$ cat config.mk
export PLATFORM = sky130hd
export DESIGN_NAME = rcs_rom_security
export DESIGN_NICKNAME = d
export VERILOG_FILES = /design/src/include/rcs_pkg.sv /design/src/rcs_rom_security.sv
export VERILOG_INCLUDE_DIRS = /design/src /design/src/include
export SDC_FILE = /design/constraint.sdc
export NUM_CORES = 1
export LEC_CHECK = 0
export BUFFER_PORTS_ARGS = -buffer_cell sky130_fd_sc_hd__buf_2
export CORE_ASPECT_RATIO = 1.2
export CORE_MARGIN = 8
export CORE_UTILIZATION = 45
export CTS_CLUSTER_SIZE = 25
export DETAILED_ROUTE_END_ITERATION = 8
export PLACE_DENSITY = 0.9
export SETUP_SLACK_MARGIN = 0.05
export SLEW_MARGIN = 20
export SYNTH_ARGS = -nofsm -noshare
export SYNTH_HDL_FRONTEND = slang
export SYNTH_SLANG_ARGS = --single-unit
$ cat constraint.sdc
create_clock -name pclk -period 3.4 [get_ports pclk]
set_input_delay 0 -clock pclk [delete_from_list [all_inputs] [get_ports pclk]]
set_output_delay 0 -clock pclk [all_outputs]
set_load 0.01 [all_outputs]
$ cat src/include/rcs_rom_security_regs.svh
/*
 * register offsets, field positions and reset values for
 * the rom code security block.
 * assumes apb byte addressing with one aligned 32-bit word per register.
 */
`ifndef RCS_ROM_SECURITY_REGS_SVH
`define RCS_ROM_SECURITY_REGS_SVH

// apb register byte offsets
`define RCS_OFF_CTRL 4'h0
`define RCS_OFF_STATUS 4'h4
`define RCS_OFF_WORD 4'h8

// rom geometry
`define RCS_ROM_AW 15
`define RCS_ROM_DW 17
`define RCS_PROT_WORD_ADDR 15'h7ffe
`define RCS_ERASED_WORD 17'h1_ffff

// protection word fields
`define RCS_TRUE_HI 14
`define RCS_TRUE_LO 9
`define RCS_GLOBAL_BIT 8
`define RCS_BLOCK_BIT 7
`define RCS_INV_HI 5
`define RCS_INV_LO 0
`define RCS_GLOBAL_MASK 17'h0_0100

// partition index sits in address bits 14..9 (512-word granule)
`define RCS_PART_HI 14
`define RCS_PART_LO 9

// ctrl fields
`define RCS_CTRL_MODE_HI 1
`define RCS_CTRL_MODE_LO 0
`define RCS_CTRL_REINIT 2

// status fields
`define RCS_ST_MODE_HI 1
`define RCS_ST_MODE_LO 0
`define RCS_ST_BUSY 2
`define RCS_ST_PROT_HI 4
`define RCS_ST_PROT_LO 3

`endif

$ cat src/include/rcs_pkg.sv
/*
 * types shared by the rom code security block.
 * assumes rcs_rom_security_regs.svh supplies the numeric constants.
 */
package rcs_pkg;
   // init sequencer, one bit changes per step except run back to read
   typedef enum logic [1:0] {
      RCS_ST_READ = 2'b00,
      RCS_ST_CAPT = 2'b01,
      RCS_ST_RUN = 2'b11
   } rcs_state_t;

   // operating modes of the processor
   typedef enum logic [1:0] {
      RCS_MODE_NORMAL = 2'b00,
      RCS_MODE_EPROM = 2'b01,
      RCS_MODE_EMUL = 2'b10,
      RCS_MODE_TRACE = 2'b11
   } rcs_mode_t;

   // decoded security state
   typedef enum logic [1:0] {
      RCS_PROT_NONE = 2'b00,
      RCS_PROT_BLOCK = 2'b01,
      RCS_PROT_GLOBAL = 2'b10
   } rcs_prot_t;
endpackage

$ cat src/rcs_rom_security.sv
/*
 * rom code security: latches the protection word from rom after reset
 * and before every mode change or reinit written to ctrl while running, stalls the core
 * meanwhile, and grants or denies scan accesses and lookup instructions.
 * assumes the rom array returns read data one cycle after rom_rd_en and
 * an apb master on pclk.
 */
// The implementer's own choice: the APB register port.
`timescale 1ns/100ps
`include "rcs_rom_security_regs.svh"

module rcs_rom_security (
   input wire logic pclk,
   input wire logic presetn,
   input wire logic psel,
   input wire logic penable,
   input wire logic pwrite,
   input wire logic [31:0] paddr,
   input wire logic [31:0] pwdata,
   output logic [31:0] prdata,
   output logic pready,
   output logic pslverr,
   output logic [`RCS_ROM_AW-1:0] rom_addr,
   output logic rom_rd_en,
   input wire logic [`RCS_ROM_DW-1:0] rom_rdata,
   output logic core_stall,
   input wire logic vpp_low,
   input wire logic scan_req,
   input wire logic scan_we,
   input wire logic [`RCS_ROM_AW-1:0] scan_addr,
   input wire logic [`RCS_ROM_DW-1:0] scan_wdata,
   output logic scan_grant,
   output logic scan_deny,
   input wire logic lookup_req,
   input wire logic [`RCS_ROM_AW-1:0] lookup_instr_addr,
   input wire logic [`RCS_ROM_AW-1:0] lookup_data_addr,
   output logic lookup_ok,
   output logic lookup_fault,
   output logic lookup_external,
   output logic [1:0] mode
);

   rcs_pkg::rcs_state_t state_r, state_nxt;
   rcs_pkg::rcs_mode_t mode_r, mode_nxt, pend_mode_r, pend_mode_nxt;
   logic [`RCS_ROM_DW-1:0] word_r;
   logic rd_en_r;
   logic scan_grant_r, scan_deny_r;
   logic lookup_ok_r, lookup_fault_r, lookup_ext_r;
   logic [31:0] prdata_r;
   logic pready_r, pslverr_r;

   // field views of the latched protection word
   wire logic [5:0] partition_index =
      word_r[`RCS_TRUE_HI:`RCS_TRUE_LO];
   wire logic [5:0] inverse_partition_marker =
      word_r[`RCS_INV_HI:`RCS_INV_LO];
   wire logic global_lock_n = word_r[`RCS_GLOBAL_BIT];
   wire logic block_lock_n = word_r[`RCS_BLOCK_BIT];
   // reserved bits 6, 15, 16 are not decoded, so any value is tolerated
   wire logic parity_ok =
      (inverse_partition_marker == ~partition_index);

   // security state; under block lock a broken marker pair falls back to full protection
   wire rcs_pkg::rcs_prot_t prot =
      !global_lock_n ? rcs_pkg::RCS_PROT_GLOBAL :
      !block_lock_n ? (parity_ok ? rcs_pkg::RCS_PROT_BLOCK
                                 : rcs_pkg::RCS_PROT_GLOBAL) :
      rcs_pkg::RCS_PROT_NONE;
   wire logic running = (state_r == rcs_pkg::RCS_ST_RUN);

   // lower block is index 0..partition_index of 512-word granules
   wire logic scan_lower =
      scan_addr[`RCS_PART_HI:`RCS_PART_LO] <= partition_index;
   wire logic lk_instr_lower =
      lookup_instr_addr[`RCS_PART_HI:`RCS_PART_LO] <= partition_index;
   wire logic lk_data_lower =
      lookup_data_addr[`RCS_PART_HI:`RCS_PART_LO] <= partition_index;

   // scan decision per address, from latched state only
   wire logic scan_addr_prot =
      (prot == rcs_pkg::RCS_PROT_GLOBAL) ||
      ((prot == rcs_pkg::RCS_PROT_BLOCK) && scan_lower);
   // writing the word once block mode is on may only clear global lock
   wire logic word_write = scan_we &&
      (scan_addr == `RCS_PROT_WORD_ADDR);
   wire logic word_write_ok = !word_write ||
      (prot != rcs_pkg::RCS_PROT_BLOCK) ||
      ((scan_wdata | `RCS_GLOBAL_MASK) ==
       (word_r | `RCS_GLOBAL_MASK));
   wire logic scan_ok = running && !scan_addr_prot && word_write_ok;

   // lookups: must not cross blocks while block protection holds
   wire logic same_block = (lk_instr_lower == lk_data_lower);
   wire logic lookup_pass = running &&
      ((prot != rcs_pkg::RCS_PROT_BLOCK) || same_block);

   // apb decode
   wire logic apb_setup = psel && !penable;
   wire logic apb_done = psel && penable && pready_r;
   wire logic [3:0] reg_off = paddr[3:0];
   wire logic hit_ctrl = (paddr[31:4] == 28'h000_0000) &&
      (reg_off == `RCS_OFF_CTRL);
   wire logic hit_status = (paddr[31:4] == 28'h000_0000) &&
      (reg_off == `RCS_OFF_STATUS);
   wire logic hit_word = (paddr[31:4] == 28'h000_0000) &&
      (reg_off == `RCS_OFF_WORD);
   wire logic mapped = hit_ctrl || hit_status || hit_word;
   wire logic ctrl_wr = apb_done && pwrite && hit_ctrl;
   wire rcs_pkg::rcs_mode_t req_mode = rcs_pkg::rcs_mode_t'(
      pwdata[`RCS_CTRL_MODE_HI:`RCS_CTRL_MODE_LO]);
   // a mode change or explicit reinit written to ctrl while running reruns the security check
   wire logic init_req = ctrl_wr && running &&
      ((req_mode != mode_r) || pwdata[`RCS_CTRL_REINIT]);
   // vpp drop leaves trace for emulation with the word still latched
   wire logic vpp_drop = running && vpp_low &&
      (mode_r == rcs_pkg::RCS_MODE_TRACE);

   wire logic [31:0] status_val = {27'h000_0000, prot, !running, mode_r};
   wire logic [31:0] rd_val =
      hit_ctrl ? {30'h0000_0000, pend_mode_r} :
      hit_status ? status_val :
      hit_word ? {15'h0000, word_r} : 32'h0000_0000;

   // init sequencer and mode tracking
   always_comb begin
      state_nxt = state_r;
      mode_nxt = mode_r;
      pend_mode_nxt = pend_mode_r;
      unique case (state_r)
         rcs_pkg::RCS_ST_READ: state_nxt = rcs_pkg::RCS_ST_CAPT;
         rcs_pkg::RCS_ST_CAPT: begin
            state_nxt = rcs_pkg::RCS_ST_RUN;
            mode_nxt = pend_mode_r; // mode entered only after the check
         end
         rcs_pkg::RCS_ST_RUN: begin
            if (init_req) begin
               state_nxt = rcs_pkg::RCS_ST_READ;
               pend_mode_nxt = req_mode;
            end else if (vpp_drop) begin
               mode_nxt = rcs_pkg::RCS_MODE_EMUL;
               pend_mode_nxt = rcs_pkg::RCS_MODE_EMUL;
            end
         end
         default: state_nxt = rcs_pkg::RCS_ST_READ;
      endcase
   end

   // sequencer flops; reset starts the power-up read at once
   always_ff @(posedge pclk or negedge presetn) begin
      if (!presetn) begin
         state_r <= rcs_pkg::RCS_ST_READ;
         mode_r <= rcs_pkg::RCS_MODE_NORMAL;
         pend_mode_r <= rcs_pkg::RCS_MODE_NORMAL;
      end else begin
         state_r <= state_nxt;
         mode_r <= mode_nxt;
         pend_mode_r <= pend_mode_nxt;
      end
   end

   // protection word latch; erased default until the first capture
   always_ff @(posedge pclk or negedge presetn) begin
      if (!presetn) begin
         word_r <= `RCS_ERASED_WORD;
         // strobe held in reset so the power-up read is already issued
         rd_en_r <= 1'b1;
      end else begin
         rd_en_r <= (state_nxt == rcs_pkg::RCS_ST_READ);
         if (state_r == rcs_pkg::RCS_ST_CAPT) begin
            word_r <= rom_rdata;
         end
      end
   end

   // per-access decisions, one cycle after the request, and the lookup_external flag in step with mode_r
   always_ff @(posedge pclk or negedge presetn) begin
      if (!presetn) begin
         scan_grant_r <= 1'b0;
         scan_deny_r <= 1'b0;
         lookup_ok_r <= 1'b0;
         lookup_fault_r <= 1'b0;
         lookup_ext_r <= 1'b0;
      end else begin
         scan_grant_r <= scan_req && scan_ok;
         scan_deny_r <= scan_req && !scan_ok;
         lookup_ok_r <= lookup_req && lookup_pass;
         lookup_fault_r <= lookup_req && !lookup_pass;
         lookup_ext_r <= (mode_nxt == rcs_pkg::RCS_MODE_EMUL);
      end
   end

   // apb slave: no wait states, answer registered
   always_ff @(posedge pclk or negedge presetn) begin
      if (!presetn) begin
         prdata_r <= 32'h0000_0000;
         pready_r <= 1'b0;
         pslverr_r <= 1'b0;
      end else begin
         pready_r <= apb_setup;
         if (apb_setup) begin
            prdata_r <= pwrite ? 32'h0000_0000 : rd_val;
            // the latched word is never writable from software
            pslverr_r <= !mapped || (pwrite && !hit_ctrl);
         end
      end
   end

   // outputs straight from flops, except rom_addr tied to the constant word address and core_stall decoded from state_r
   assign prdata = prdata_r;
   assign pready = pready_r;
   assign pslverr = pslverr_r;
   assign rom_addr = `RCS_PROT_WORD_ADDR;
   assign rom_rd_en = rd_en_r;
   assign core_stall = !running; // state_r is a flop, no decode glitch
   assign scan_grant = scan_grant_r;
   assign scan_deny = scan_deny_r;
   assign lookup_ok = lookup_ok_r;
   assign lookup_fault = lookup_fault_r;
   assign lookup_external = lookup_ext_r;
   assign mode = mode_r;

   // checks beside the logic
   a_init_stall: assert property (
      @(posedge pclk) disable iff (!presetn)
      init_req |=> core_stall [*2] ##1 !core_stall)
      else $error("init did not stall core for two cycles");

   // stall only ever starts from an accepted init request
   a_stall_cause: assert property (
      @(posedge pclk) disable iff (!presetn)
      $rose(core_stall) |-> $past(init_req))
      else $error("stall raised without init request");

   a_read_issued: assert property (
      @(posedge pclk) disable iff (!presetn)
      state_r == rcs_pkg::RCS_ST_CAPT |-> $past(rom_rd_en))
      else $error("capture without rom read");

   a_stall_quiet: assert property (
      @(posedge pclk) disable iff (!presetn)
      core_stall |=> !scan_grant && !lookup_ok)
      else $error("access granted during init");

   a_global_deny: assert property (
      @(posedge pclk) disable iff (!presetn)
      scan_req && prot == rcs_pkg::RCS_PROT_GLOBAL |=> scan_deny)
      else $error("scan granted under global protection");

   // exactly one answer per scan request
   a_scan_answer: assert property (
      @(posedge pclk) disable iff (!presetn)
      scan_req |=> scan_grant != scan_deny)
      else $error("scan answer not one-hot");

   a_open_grant: assert property (
      @(posedge pclk) disable iff (!presetn)
      scan_req && running && !scan_we &&
      prot == rcs_pkg::RCS_PROT_NONE |=> scan_grant)
      else $error("scan read denied without protection");

   a_open_lookup: assert property (
      @(posedge pclk) disable iff (!presetn)
      lookup_req && running &&
      prot == rcs_pkg::RCS_PROT_NONE |=> lookup_ok)
      else $error("lookup refused without protection");

   a_block_edge: assert property (
      @(posedge pclk) disable iff (!presetn)
      scan_req && running && !scan_we &&
      prot == rcs_pkg::RCS_PROT_BLOCK |=>
      scan_grant == ($past(scan_addr) >=
      {$past(partition_index) + 6'h01, 9'h000}) ||
      ($past(partition_index) == 6'h3f && !scan_grant))
      else $error("block boundary decision wrong");

   a_word_steady: assert property (
      @(posedge pclk) disable iff (!presetn)
      running && $past(running) |-> $stable(word_r))
      else $error("protection word changed outside init");

   a_mode_via_init: assert property (
      @(posedge pclk) disable iff (!presetn)
      $changed(mode_r) && !$past(vpp_drop) |->
      $past(state_r) == rcs_pkg::RCS_ST_CAPT)
      else $error("mode changed without security check");

   a_vpp_keep: assert property (
      @(posedge pclk) disable iff (!presetn)
      vpp_drop && !init_req |=> mode_r == rcs_pkg::RCS_MODE_EMUL &&
      $stable(word_r) && running)
      else $error("vpp drop disturbed protection");

   a_lookup_cross: assert property (
      @(posedge pclk) disable iff (!presetn)
      lookup_req && prot == rcs_pkg::RCS_PROT_BLOCK && !same_block
      |=> lookup_fault && !lookup_ok)
      else $error("cross-block lookup allowed");

   a_lookup_answer: assert property (
      @(posedge pclk) disable iff (!presetn)
      lookup_req |=> lookup_ok != lookup_fault)
      else $error("lookup answer not one-hot");

   a_emul_ext: assert property (
      @(posedge pclk) disable iff (!presetn)
      mode_r == rcs_pkg::RCS_MODE_EMUL |-> lookup_external)
      else $error("emulation lookup not external");

   a_ext_follow: assert property (
      @(posedge pclk) disable iff (!presetn)
      lookup_external |-> mode_r == rcs_pkg::RCS_MODE_EMUL)
      else $error("external lookup outside emulation");

   a_word_lock: assert property (
      @(posedge pclk) disable iff (!presetn)
      scan_req && word_write && prot == rcs_pkg::RCS_PROT_BLOCK &&
      scan_wdata[`RCS_TRUE_HI:`RCS_TRUE_LO] != partition_index
      |=> scan_deny)
      else $error("partition rewrite allowed");

   a_word_ro: assert property (
      @(posedge pclk) disable iff (!presetn)
      psel && !penable && pwrite && !hit_ctrl |=> pslverr)
      else $error("software write outside ctrl accepted");

endmodule // rcs_rom_security

# == Word level (Yosys, flattened, before mapping) ==
# Index checks and enable logic that the tools add are counted.
# totals
register_bits,63
input_bits,152
output_inout_bits,58
elab_cells,89
# op_classes
n_lt_le_gt_ge,3
n_eq_ne,14
n_mux,14
bitwise,1
n_reduce_logical,44
# op_table
op,count
17-bit two-way mux,4
28-bit zero test,1
1-bit logical AND,22
6-bit <= comparator,3
16-bit == test,1
2-bit two-way mux,8
"15-bit == test, second input constant",1
"2-bit == test, second input constant",4
1-bit zero test,8
1-bit logical OR,8
6-bit == test,1
6-bit inverter,1
2-bit one-hot mux with 3 select lines,1
"2-bit by 1-bit == test with 1-bit output, second input constant",2
"4-bit by 3-bit == test with 1-bit output, second input constant",1
"4-bit == test, second input constant",1
2-bit zero test,2
4-bit zero test,1
2-bit one-hot mux with 2 select lines,1
"2-bit by 1-bit != test with 1-bit output, second input constant",1
2-bit != test,1
2-bit AND reduction,1
2-bit nonzero test,1
1-bit == test,1

# == Depth between registers and ports, before layout ==
# Gate-level depths: netlist (run 1).
# depth
ltp_word,13
ltp_mapped,7
mapped_depth_nobuf,7

# == Least setup slack after synthesis (run 1) ==
# OpenSTA, ideal clock, no wires.
# synth_path
path_kind,register to register
start,register word_r[13]
end,"register lookup_ok_r, in the netlist lookup_ok"
setup_time_ns,0.120
arrival_time_ns,1.796
t_required_ns,3.280
setup_slack_ns,1.484
path_stages_with_launch,7
path_buffers,0
synth_period_minus_slack_ns,1.916
cell_sequence,dfstp_2 > inv_1 > ha_1 > a2111oi_0 > a211oi_1 > nand3b_1 > and4_1
# synth_between
elab_chain_len,9
elab_cells_between_ends,12
classes_between,2 x order compare; 3 x eq/ne; 3 x mux; 1 x bitwise; 3 x reduce/logical
# synth_rtl
item,line,source
start: declaration,rcs_rom_security.sv:45,logic [`RCS_ROM_DW-1:0] word_r;
start signal: assignment,rcs_rom_security.sv:164,word_r <= `RCS_ERASED_WORD;
start signal: assignment,rcs_rom_security.sv:170,word_r <= rom_rdata;
6-bit inverter,rcs_rom_security.sv:61,(inverse_partition_marker == ~partition_index);
6-bit == test,rcs_rom_security.sv:61,
2-bit two-way mux (2 in a row),rcs_rom_security.sv:66,!block_lock_n ? (parity_ok ? rcs_pkg::RCS_PROT_BLOCK
2-bit two-way mux,rcs_rom_security.sv:65,!global_lock_n ? rcs_pkg::RCS_PROT_GLOBAL :
2-bit by 1-bit != test with 1-bit output,rcs_rom_security.sv:95,((prot != rcs_pkg::RCS_PROT_BLOCK) || same_block);
1-bit logical OR *,rcs_rom_security.sv:95,
1-bit logical AND *,rcs_rom_security.sv:94,wire logic lookup_pass = running &&
1-bit logical AND *,rcs_rom_security.sv:186,lookup_ok_r <= lookup_req && lookup_pass;
end signal: assignment,rcs_rom_security.sv:186,
end: declaration,rcs_rom_security.sv:48,"logic lookup_ok_r, lookup_fault_r, lookup_ext_r;"
# Mark *: on every way between the ends. The rest lies on a longest branch, timed or not.
# A chain may end at the register's enable or synchronous reset.

# == Worst setup path in the final report (run 1) ==
# Ends and elaborated chain as after synthesis.

==> results of run 1 <==
-- metrics by stage --
stage	hold slack, ns	cells	setup WS [ns]
6_report	0.1024	529	1.199
5_1_grt	0.1365	529	1.071
4_1_cts	0.08542	529	1.220
3_5_place_dp	0.2223	499	1.209
3_3_place_gp	0.2099	499	1.282
2_1_floorplan	-0.2956	320	1.484
-- cell usage in the layout, fill, tap and decap left out, types with 6 or more instances in the layout --
cell / Yosys / routed
mux2_2: 13 / 13
conb_1: 2 / 30
ha_1: 18 / 18
xnor2_1: 16 / 16
xor2_1: 8 / 8
inv_1: 16 / 16
dfstp_2: 18 / 18
nor4_1: 8 / 8
a21oi_1: 6 / 6
dlygate4sd3_1: 0 / 22
nand2_1: 19 / 19
nor2_1: 7 / 7
dfrtp_1: 30 / 30
buf_2: 1 / 130
clkbuf_8: 0 / 6
o21ai_0: 11 / 11
a22o_1: 12 / 12
nand4_1: 14 / 14
-- cell families (layout without fill, tap and decap cells) --
kind of cell / count (synthesis) / in the layout / share of synthesized area (%)
and+or+nand+nor: 74 / 74 / 14.42
AOI/OAI and AO/OA: 56 / 56 / 13.68
buffers and inverters: 55 / 179 / 11.20
DFF: 48 / 48 / 40.41
xor gates and xnor gates: 24 / 24 / 6.942
adders and majority gates: 18 / 18 / 7.438
muxes: 15 / 15 / 5.661
other: 2 / 30 / 0.2480
-- metal layers --
layer	vias to the layer above	GRT usage (%)
li1	1291	-
met1	1305	19.17
met2	146	34.68
met3	19	7.026
met4	0	7.268
met5	-	0
-- repair_timing --
item                                    4_1_cts  5_1_grt
endpoints found under the setup margin        0        0
hold buffers                                 22        0
endpoints found under the hold margin        53        0
-- power by group --
part	switching (W)	total, W	leakage, nW	internal (W)
Combinational	0.000113	0.000228	1.35	0.000116
Clock	0.000185	0.000348	0.0510	0.000163
Sequential	0.0000196	0.000612	0.587	0.000593
Total	0.000318	0.00119	1.99	0.000871
-- flip-flops by register name, summed over array words and instances (netlist names) --
register and count:
pend_mode_r 2, rom_rd_en 1, scan_grant 1, scan_deny 1, lookup_external 1, mode 2, lookup_ok 1, state_r 2
pslverr 1, lookup_fault 1, word_r 17, pready 1, prdata 17
-- layout make-up --
type,instances,area [µm²]
inverters,17,66.31
clock buffers,6,82.58
flip-flops and latches,48,1224
multi-input cells,217,1573
fillers,542,2539
well taps,85,106.4
repair buffers,154,885.9
clock inverters,2,10.01
-- worst max-delay path, stage by stage, from the launching register on --
cell and delay [ns]:
dfstp_2 0.60, inv_1 0.12, ha_1 0.32, a2111oi_0 0.43, a211oi_1 0.19, nand3b_1 0.22
and4_1 0.23
-- path summary, 6_finish.rpt --
path / end / start / slack [ns] / cells past startpoint
worst min register to register: prdata[3] / prdata[3] / 0.48 / 2
max in group asynchronous: prdata[8] / presetn / 2.73 / 2
worst max-delay path: lookup_ok / word_r[13] / 1.20 / 6
min in group asynchronous: prdata[13] / presetn / 0.26 / 2
worst max register to register: lookup_ok / word_r[13] / 1.20 / 6
worst min-delay path: prdata[1] / paddr[3] / 0.10 / 4
==> flow_summary.yaml, run 1 <==
status:
  status: "finished clean"
critical_path:
  cp_data_required_time_ns: 3.60
  crit_type: "reg -> reg"
  endpoint_kind: "register"
  cp.arrival_ns: 2.40
  crit_path_start_kind: "register"
  crit_fanout: 4
sta:
  tightest_slew_ns: 0.8503
  maxSlewViolCount: 0
  slew_headroom_pct: 43.31
  setup_viol: 0
  period_share_pct: 64.73
  rsz0062_at_grt: "no"
  worst_clock_skew_ns: 0.008591
  fmax_mhz: 454.4
  fin_crit_ns: 2.201
  fin_setup_tns_ns: 0
  hold_viol: 0
detailed_routing:
  vias: 2761
  drt-initial-drc-count: 94
  via_per_inst: 5.219
  wl_um: 9319
  wl_met2_um: 4648
  drt-met1-wl_um: 3599
  antenna_left: 0
  firstDrtPassIters: 4
  wl_per_cell_um: 17.62
  met3_wirelength_um: 836
  drc: 0
  top_layer: "met4"
clock_network:
  insertion_delay_ns: 0.30
  cts.sinks: 48
  clock_path_buffers: 2
  h-tree-depth: 2
  ctsResizeCount: 0
  clk_pin_slew_ns: 0.09
  cts_tree: "done"
  cts_root_buf: "clkbuf_8"
  cts_setup_buffers: 0
  cts_made_buffers: 5
finish:
  syn_to_final_growth_pct: 30.37
  drive_gt1_share_pct: 40.77
  nets: 613
  postLayoutCoreUtil_pct: 60.86
  num_antenna_cells: 0
  design_area_um2: 3948
global_route:
  grt_pass1_vias: 3109
  grt_pass1_wl_um: 14830
  track_usage_pct: 18.98
  grt_start_max_net_pins: 49
  antenna_found_initial: 0
  grt-ovfl-total: 0
synth:
  synth_top_area_share_pct: 24.79
  syn_area_um2: 3028
  synth_warnings: 0
  ys_seq_elements: 48
  yosysSeqAreaShare_pct: 40.41
  ys_top_cells_by_count: "30 x buf_4, 30 x dfrtp_1, 19 x nand2_1"
  synth_cells: 292
  async_reset_ff_share_pct: 100.0
  synth_area_leader_cell: "dfrtp_1"
  syn_area_per_cell_um2: 10.37
  synth_edf_count: 0
  synth-main-ff-cell: "dfrtp_1"
  synth_area_leaders: "dfrtp_1 25%, dfstp_2 16%, buf_4 7.4%, ha_1 7.4%, mux2_2 4.8%"
  yosys.cell_types.count: 53
floorplanning:
  rows: 32
  die_h_um: 105.9
  die_area_um2: 9620
  die_width_um: 90.88
  start_util_pct: 46.68
  coreArea_um2: 6486
  num_io_pins: 210
place:
  globalplace.congestion: 0.8461
  dp_hpwl_um: 7354
  port_buffers: 131
  placed_cell_area_um2: 3632
pwr:
  ir_drop_mv: 0.1442
  fin_total_pwr_w: 0.001188
  power_density_nw_per_um2: 301.1
  p_leak_nw: 1.990
worst_hold_path:
  worstHoldPathType: "in -> reg"
run:
  drv_cap: 0
No activity file was read; power rests on OpenSTA's default activity.
==> run 2: changes to the inputs <==
--- a/config.mk
+++ b/config.mk
@@ -6,13 +6,14 @@
 export SDC_FILE = /design/constraint.sdc
 export NUM_CORES = 1
 export LEC_CHECK = 0
+export ABC_AREA = 1
 export BUFFER_PORTS_ARGS = -buffer_cell sky130_fd_sc_hd__buf_2
 export CORE_ASPECT_RATIO = 1.2
 export CORE_MARGIN = 8
-export CORE_UTILIZATION = 45
+export CORE_UTILIZATION = 43
 export CTS_CLUSTER_SIZE = 25
 export DETAILED_ROUTE_END_ITERATION = 8
-export PLACE_DENSITY = 0.9
+export PLACE_DENSITY = 0.85
 export SETUP_SLACK_MARGIN = 0.05
 export SLEW_MARGIN = 20
 export SYNTH_ARGS = -nofsm -noshare
==> constraint.sdc (replaced) <==
create_clock -name pclk -period 2.25 [get_ports pclk]
set_input_delay 0 -clock pclk [delete_from_list [all_inputs] [get_ports pclk]]
set_output_delay 0 -clock pclk [all_outputs]
set_load 0.01 [all_outputs]
==> flow_summary.yaml, run 2 <==
finish:
  syn_to_final_growth_pct: 29.77
  drive_gt1_share_pct: 32.17
  nets: 769
  num_antenna_cells: 0
  most-common-layout-cells: "131 x buf_2, 109 x nand2_1, 65 x nor2_1, 52 x inv_1"
  final_common_cell: "buf_2"
sta:
  fin_setup_tns_ns: 0
  tightest_slew_ns: 0.6999
  slew_headroom_pct: 53.22
  hold_viol: 0
  worst_clock_skew_ns: 0.01023
  period_share_pct: 84.31
  fin_ws_ns: 0.3530
  fin_crit_ns: 1.897
  rsz0062_at_grt: "no"
  fmax_mhz: 527.1
  maxSlewViolCount: 0
  setup_viol: 0
critical_path:
  crit_type: "reg -> reg"
  crit_fanout: 6
  crit_end: "lookup_ok"
  startpoint: "word_r[12]"
  r2r-end: "lookup_ok"
  reg2reg_from: "word_r[12]"
  endpoint_kind: "register"
  cp.arrival_ns: 2.09
  r2r_slack_ns: 0.35
  reg2reg_depth: 11
  crit_path_start_kind: "register"
  cp_data_required_time_ns: 2.44
clock_network:
  cts_made_buffers: 5
  clk_pin_slew_ns: 0.09
  ctsResizeCount: 0
  clock_path_buffers: 2
  cts_root_buf: "clkbuf_8"
  cts.sinks: 48
  insertion_delay_ns: 0.30
  cts_tree: "done"
  cts_setup_buffers: 0
  h-tree-depth: 2
place:
  dp_hpwl_um: 7671
  preCtsSetupSlack_ns: 0.3914
  port_buffers: 131
  globalplace.congestion: 0.7873
floorplanning:
  start_util_pct: 43.83
  coreArea_um2: 7576
  die_h_um: 112.3
  rows: 35
  num_io_pins: 210
  die_area_um2: 10800
  die_width_um: 96.22
global_route:
  antenna_found_initial: 0
  grt-ovfl-total: 0
  grt_pass1_vias: 3357
  grt_pass1_wl_um: 15270
  grt_start_max_net_pins: 21
  track_usage_pct: 17.46
synth:
  synth_area_leader_cell: "dfrtp_1"
  synth_top_area_share_pct: 22.61
  async_reset_ff_share_pct: 100.0
  synth_edf_count: 0
  yosysMostFrequentCell: "nand2_1"
  synth_warnings: 0
  synth_area_leaders: "dfrtp_1 23%, dfstp_2 14%, nand2_1 12%, nor2_1 7.3%, buf_4 6.8%"
  syn_area_per_cell_um2: 7.530
  yosysSeqAreaShare_pct: 36.85
  synth-main-ff-cell: "dfrtp_1"
  syn_area_um2: 3321
  synth_cells: 441
  ys_seq_elements: 48
  ys_top_cells_by_count: "109 x nand2_1, 65 x nor2_1, 52 x inv_1"
  yosys.cell_types.count: 35
detailed_routing:
  firstDrtPassIters: 4
  via_per_inst: 4.656
  drt-initial-drc-count: 189
  vias: 3222
  wl_um: 9422
  drc: 0
  antenna_left: 0
  wl_per_cell_um: 13.62
worst_hold_path:
  worstHoldPathType: "in -> reg"
pwr:
  ir_drop_mv: 0.2614
  p_leak_nw: 2.438
  power_density_nw_per_um2: 443.1
status:
  status: "finished clean"
run:
  drv_cap: 0
-- run 2: cell count changes after synthesis, sizes merged, moves of 8 or more --
| cell | delta |
|---|---|
| inv | +39 |
| a21oi | +14 |
| mux2 | -10 |
| o21ai | +8 |
| nor2 | +63 |
| nand4 | -11 |
| nand2 | +94 |
| nor4 | -8 |
| a22o | -12 |
| xnor2 | -15 |
| nand3 | +22 |
-- run 2: cell type report --
class / count / area (µm²)
multi-input cells: 329 / 1727
flip-flops and latches: 48 / 1224
well taps: 92 / 115.1
repair buffers: 159 / 925.9
fillers: 690 / 3267
inverters: 56 / 210.2
clock buffers: 6 / 72.57
clock inverters: 2 / 35.03
-- run 2: critical path: stages (launching register included) --
cell     delay [ns]
dfstp_2        0.56
inv_1          0.14
ha_1           0.33
nand2_1        0.06
nor2_1         0.14
nand2_1        0.08
inv_1          0.07
o21ai_0        0.07
nand2_1        0.06
nand3_1        0.13
nand2_1        0.09
nor2_1         0.04
-- run 2: cells by family after synthesis --
logic type	Yosys count	share of synthesized area (%)
DFF	48	36.85
xor gates and xnor gates	13	3.429
muxes	4	1.356
adders and majority gates	18	6.782
buffers and inverters	92	14.32
AOI/OAI and AO/OA	45	8.290
other	2	0.2262
and+or+nand+nor	219	28.75
-- run 2: how the worst min path moves through the flow --
stage	start	endpoint	slack [ns]	depth (start not counted)
floorplan	presetn	lookup_external	-0.30	0
global placement	presetn	prdata[6]	-0.05	1
detailed placement	presetn	prdata[6]	-0.03	1
CTS	vpp_low	mode[0]	0.06	6
global route	vpp_low	mode[0]	0.1	6
finish	vpp_low	mode[0]	0.07	6
-- run 2: through the flow --
| step | hold WS [ns] | power (W) | util [%] | instance area [µm²] | instances |
|---|---|---|---|---|---|
| 2_1_floorplan | -0.2956 | 0.001152 | - | 3426 | 469 |
| 3_3_place_gp | -0.04578 | 0.001266 | 52.29 | 3961 | 660 |
| 3_5_place_dp | -0.03225 | 0.001282 | 52.29 | 3961 | 660 |
| 4_1_cts | 0.06499 | 0.001927 | 56.88 | 4309 | 692 |
| 5_1_grt | 0.09630 | 0.002017 | 56.88 | 4309 | 692 |
| 6_report | 0.07287 | 0.001909 | 56.88 | 4309 | 692 |
-- run 2: routing by layer --
metal	GRT usage, %	vias to the layer above	wire length, µm
li1	-	1637	-
met4	5.344	0	163
met2	31.00	127	4748
met5	0	-	0
met3	3.471	13	782
met1	20.05	1445	3726
-- run 2: report_power, final --
part	internal (W)	switching (W)
combinational	0.000176	0.000206
sequential	0.000897	0.0000236
clock	0.000330	0.000277
-- run 2: repair_timing --
| action | in CTS | in global routing |
|---|---|---|
| endpoints found under the hold margin | 42 | 0 |
| endpoints found under the setup margin | 0 | 0 |
| hold buffers | 24 | 0 |
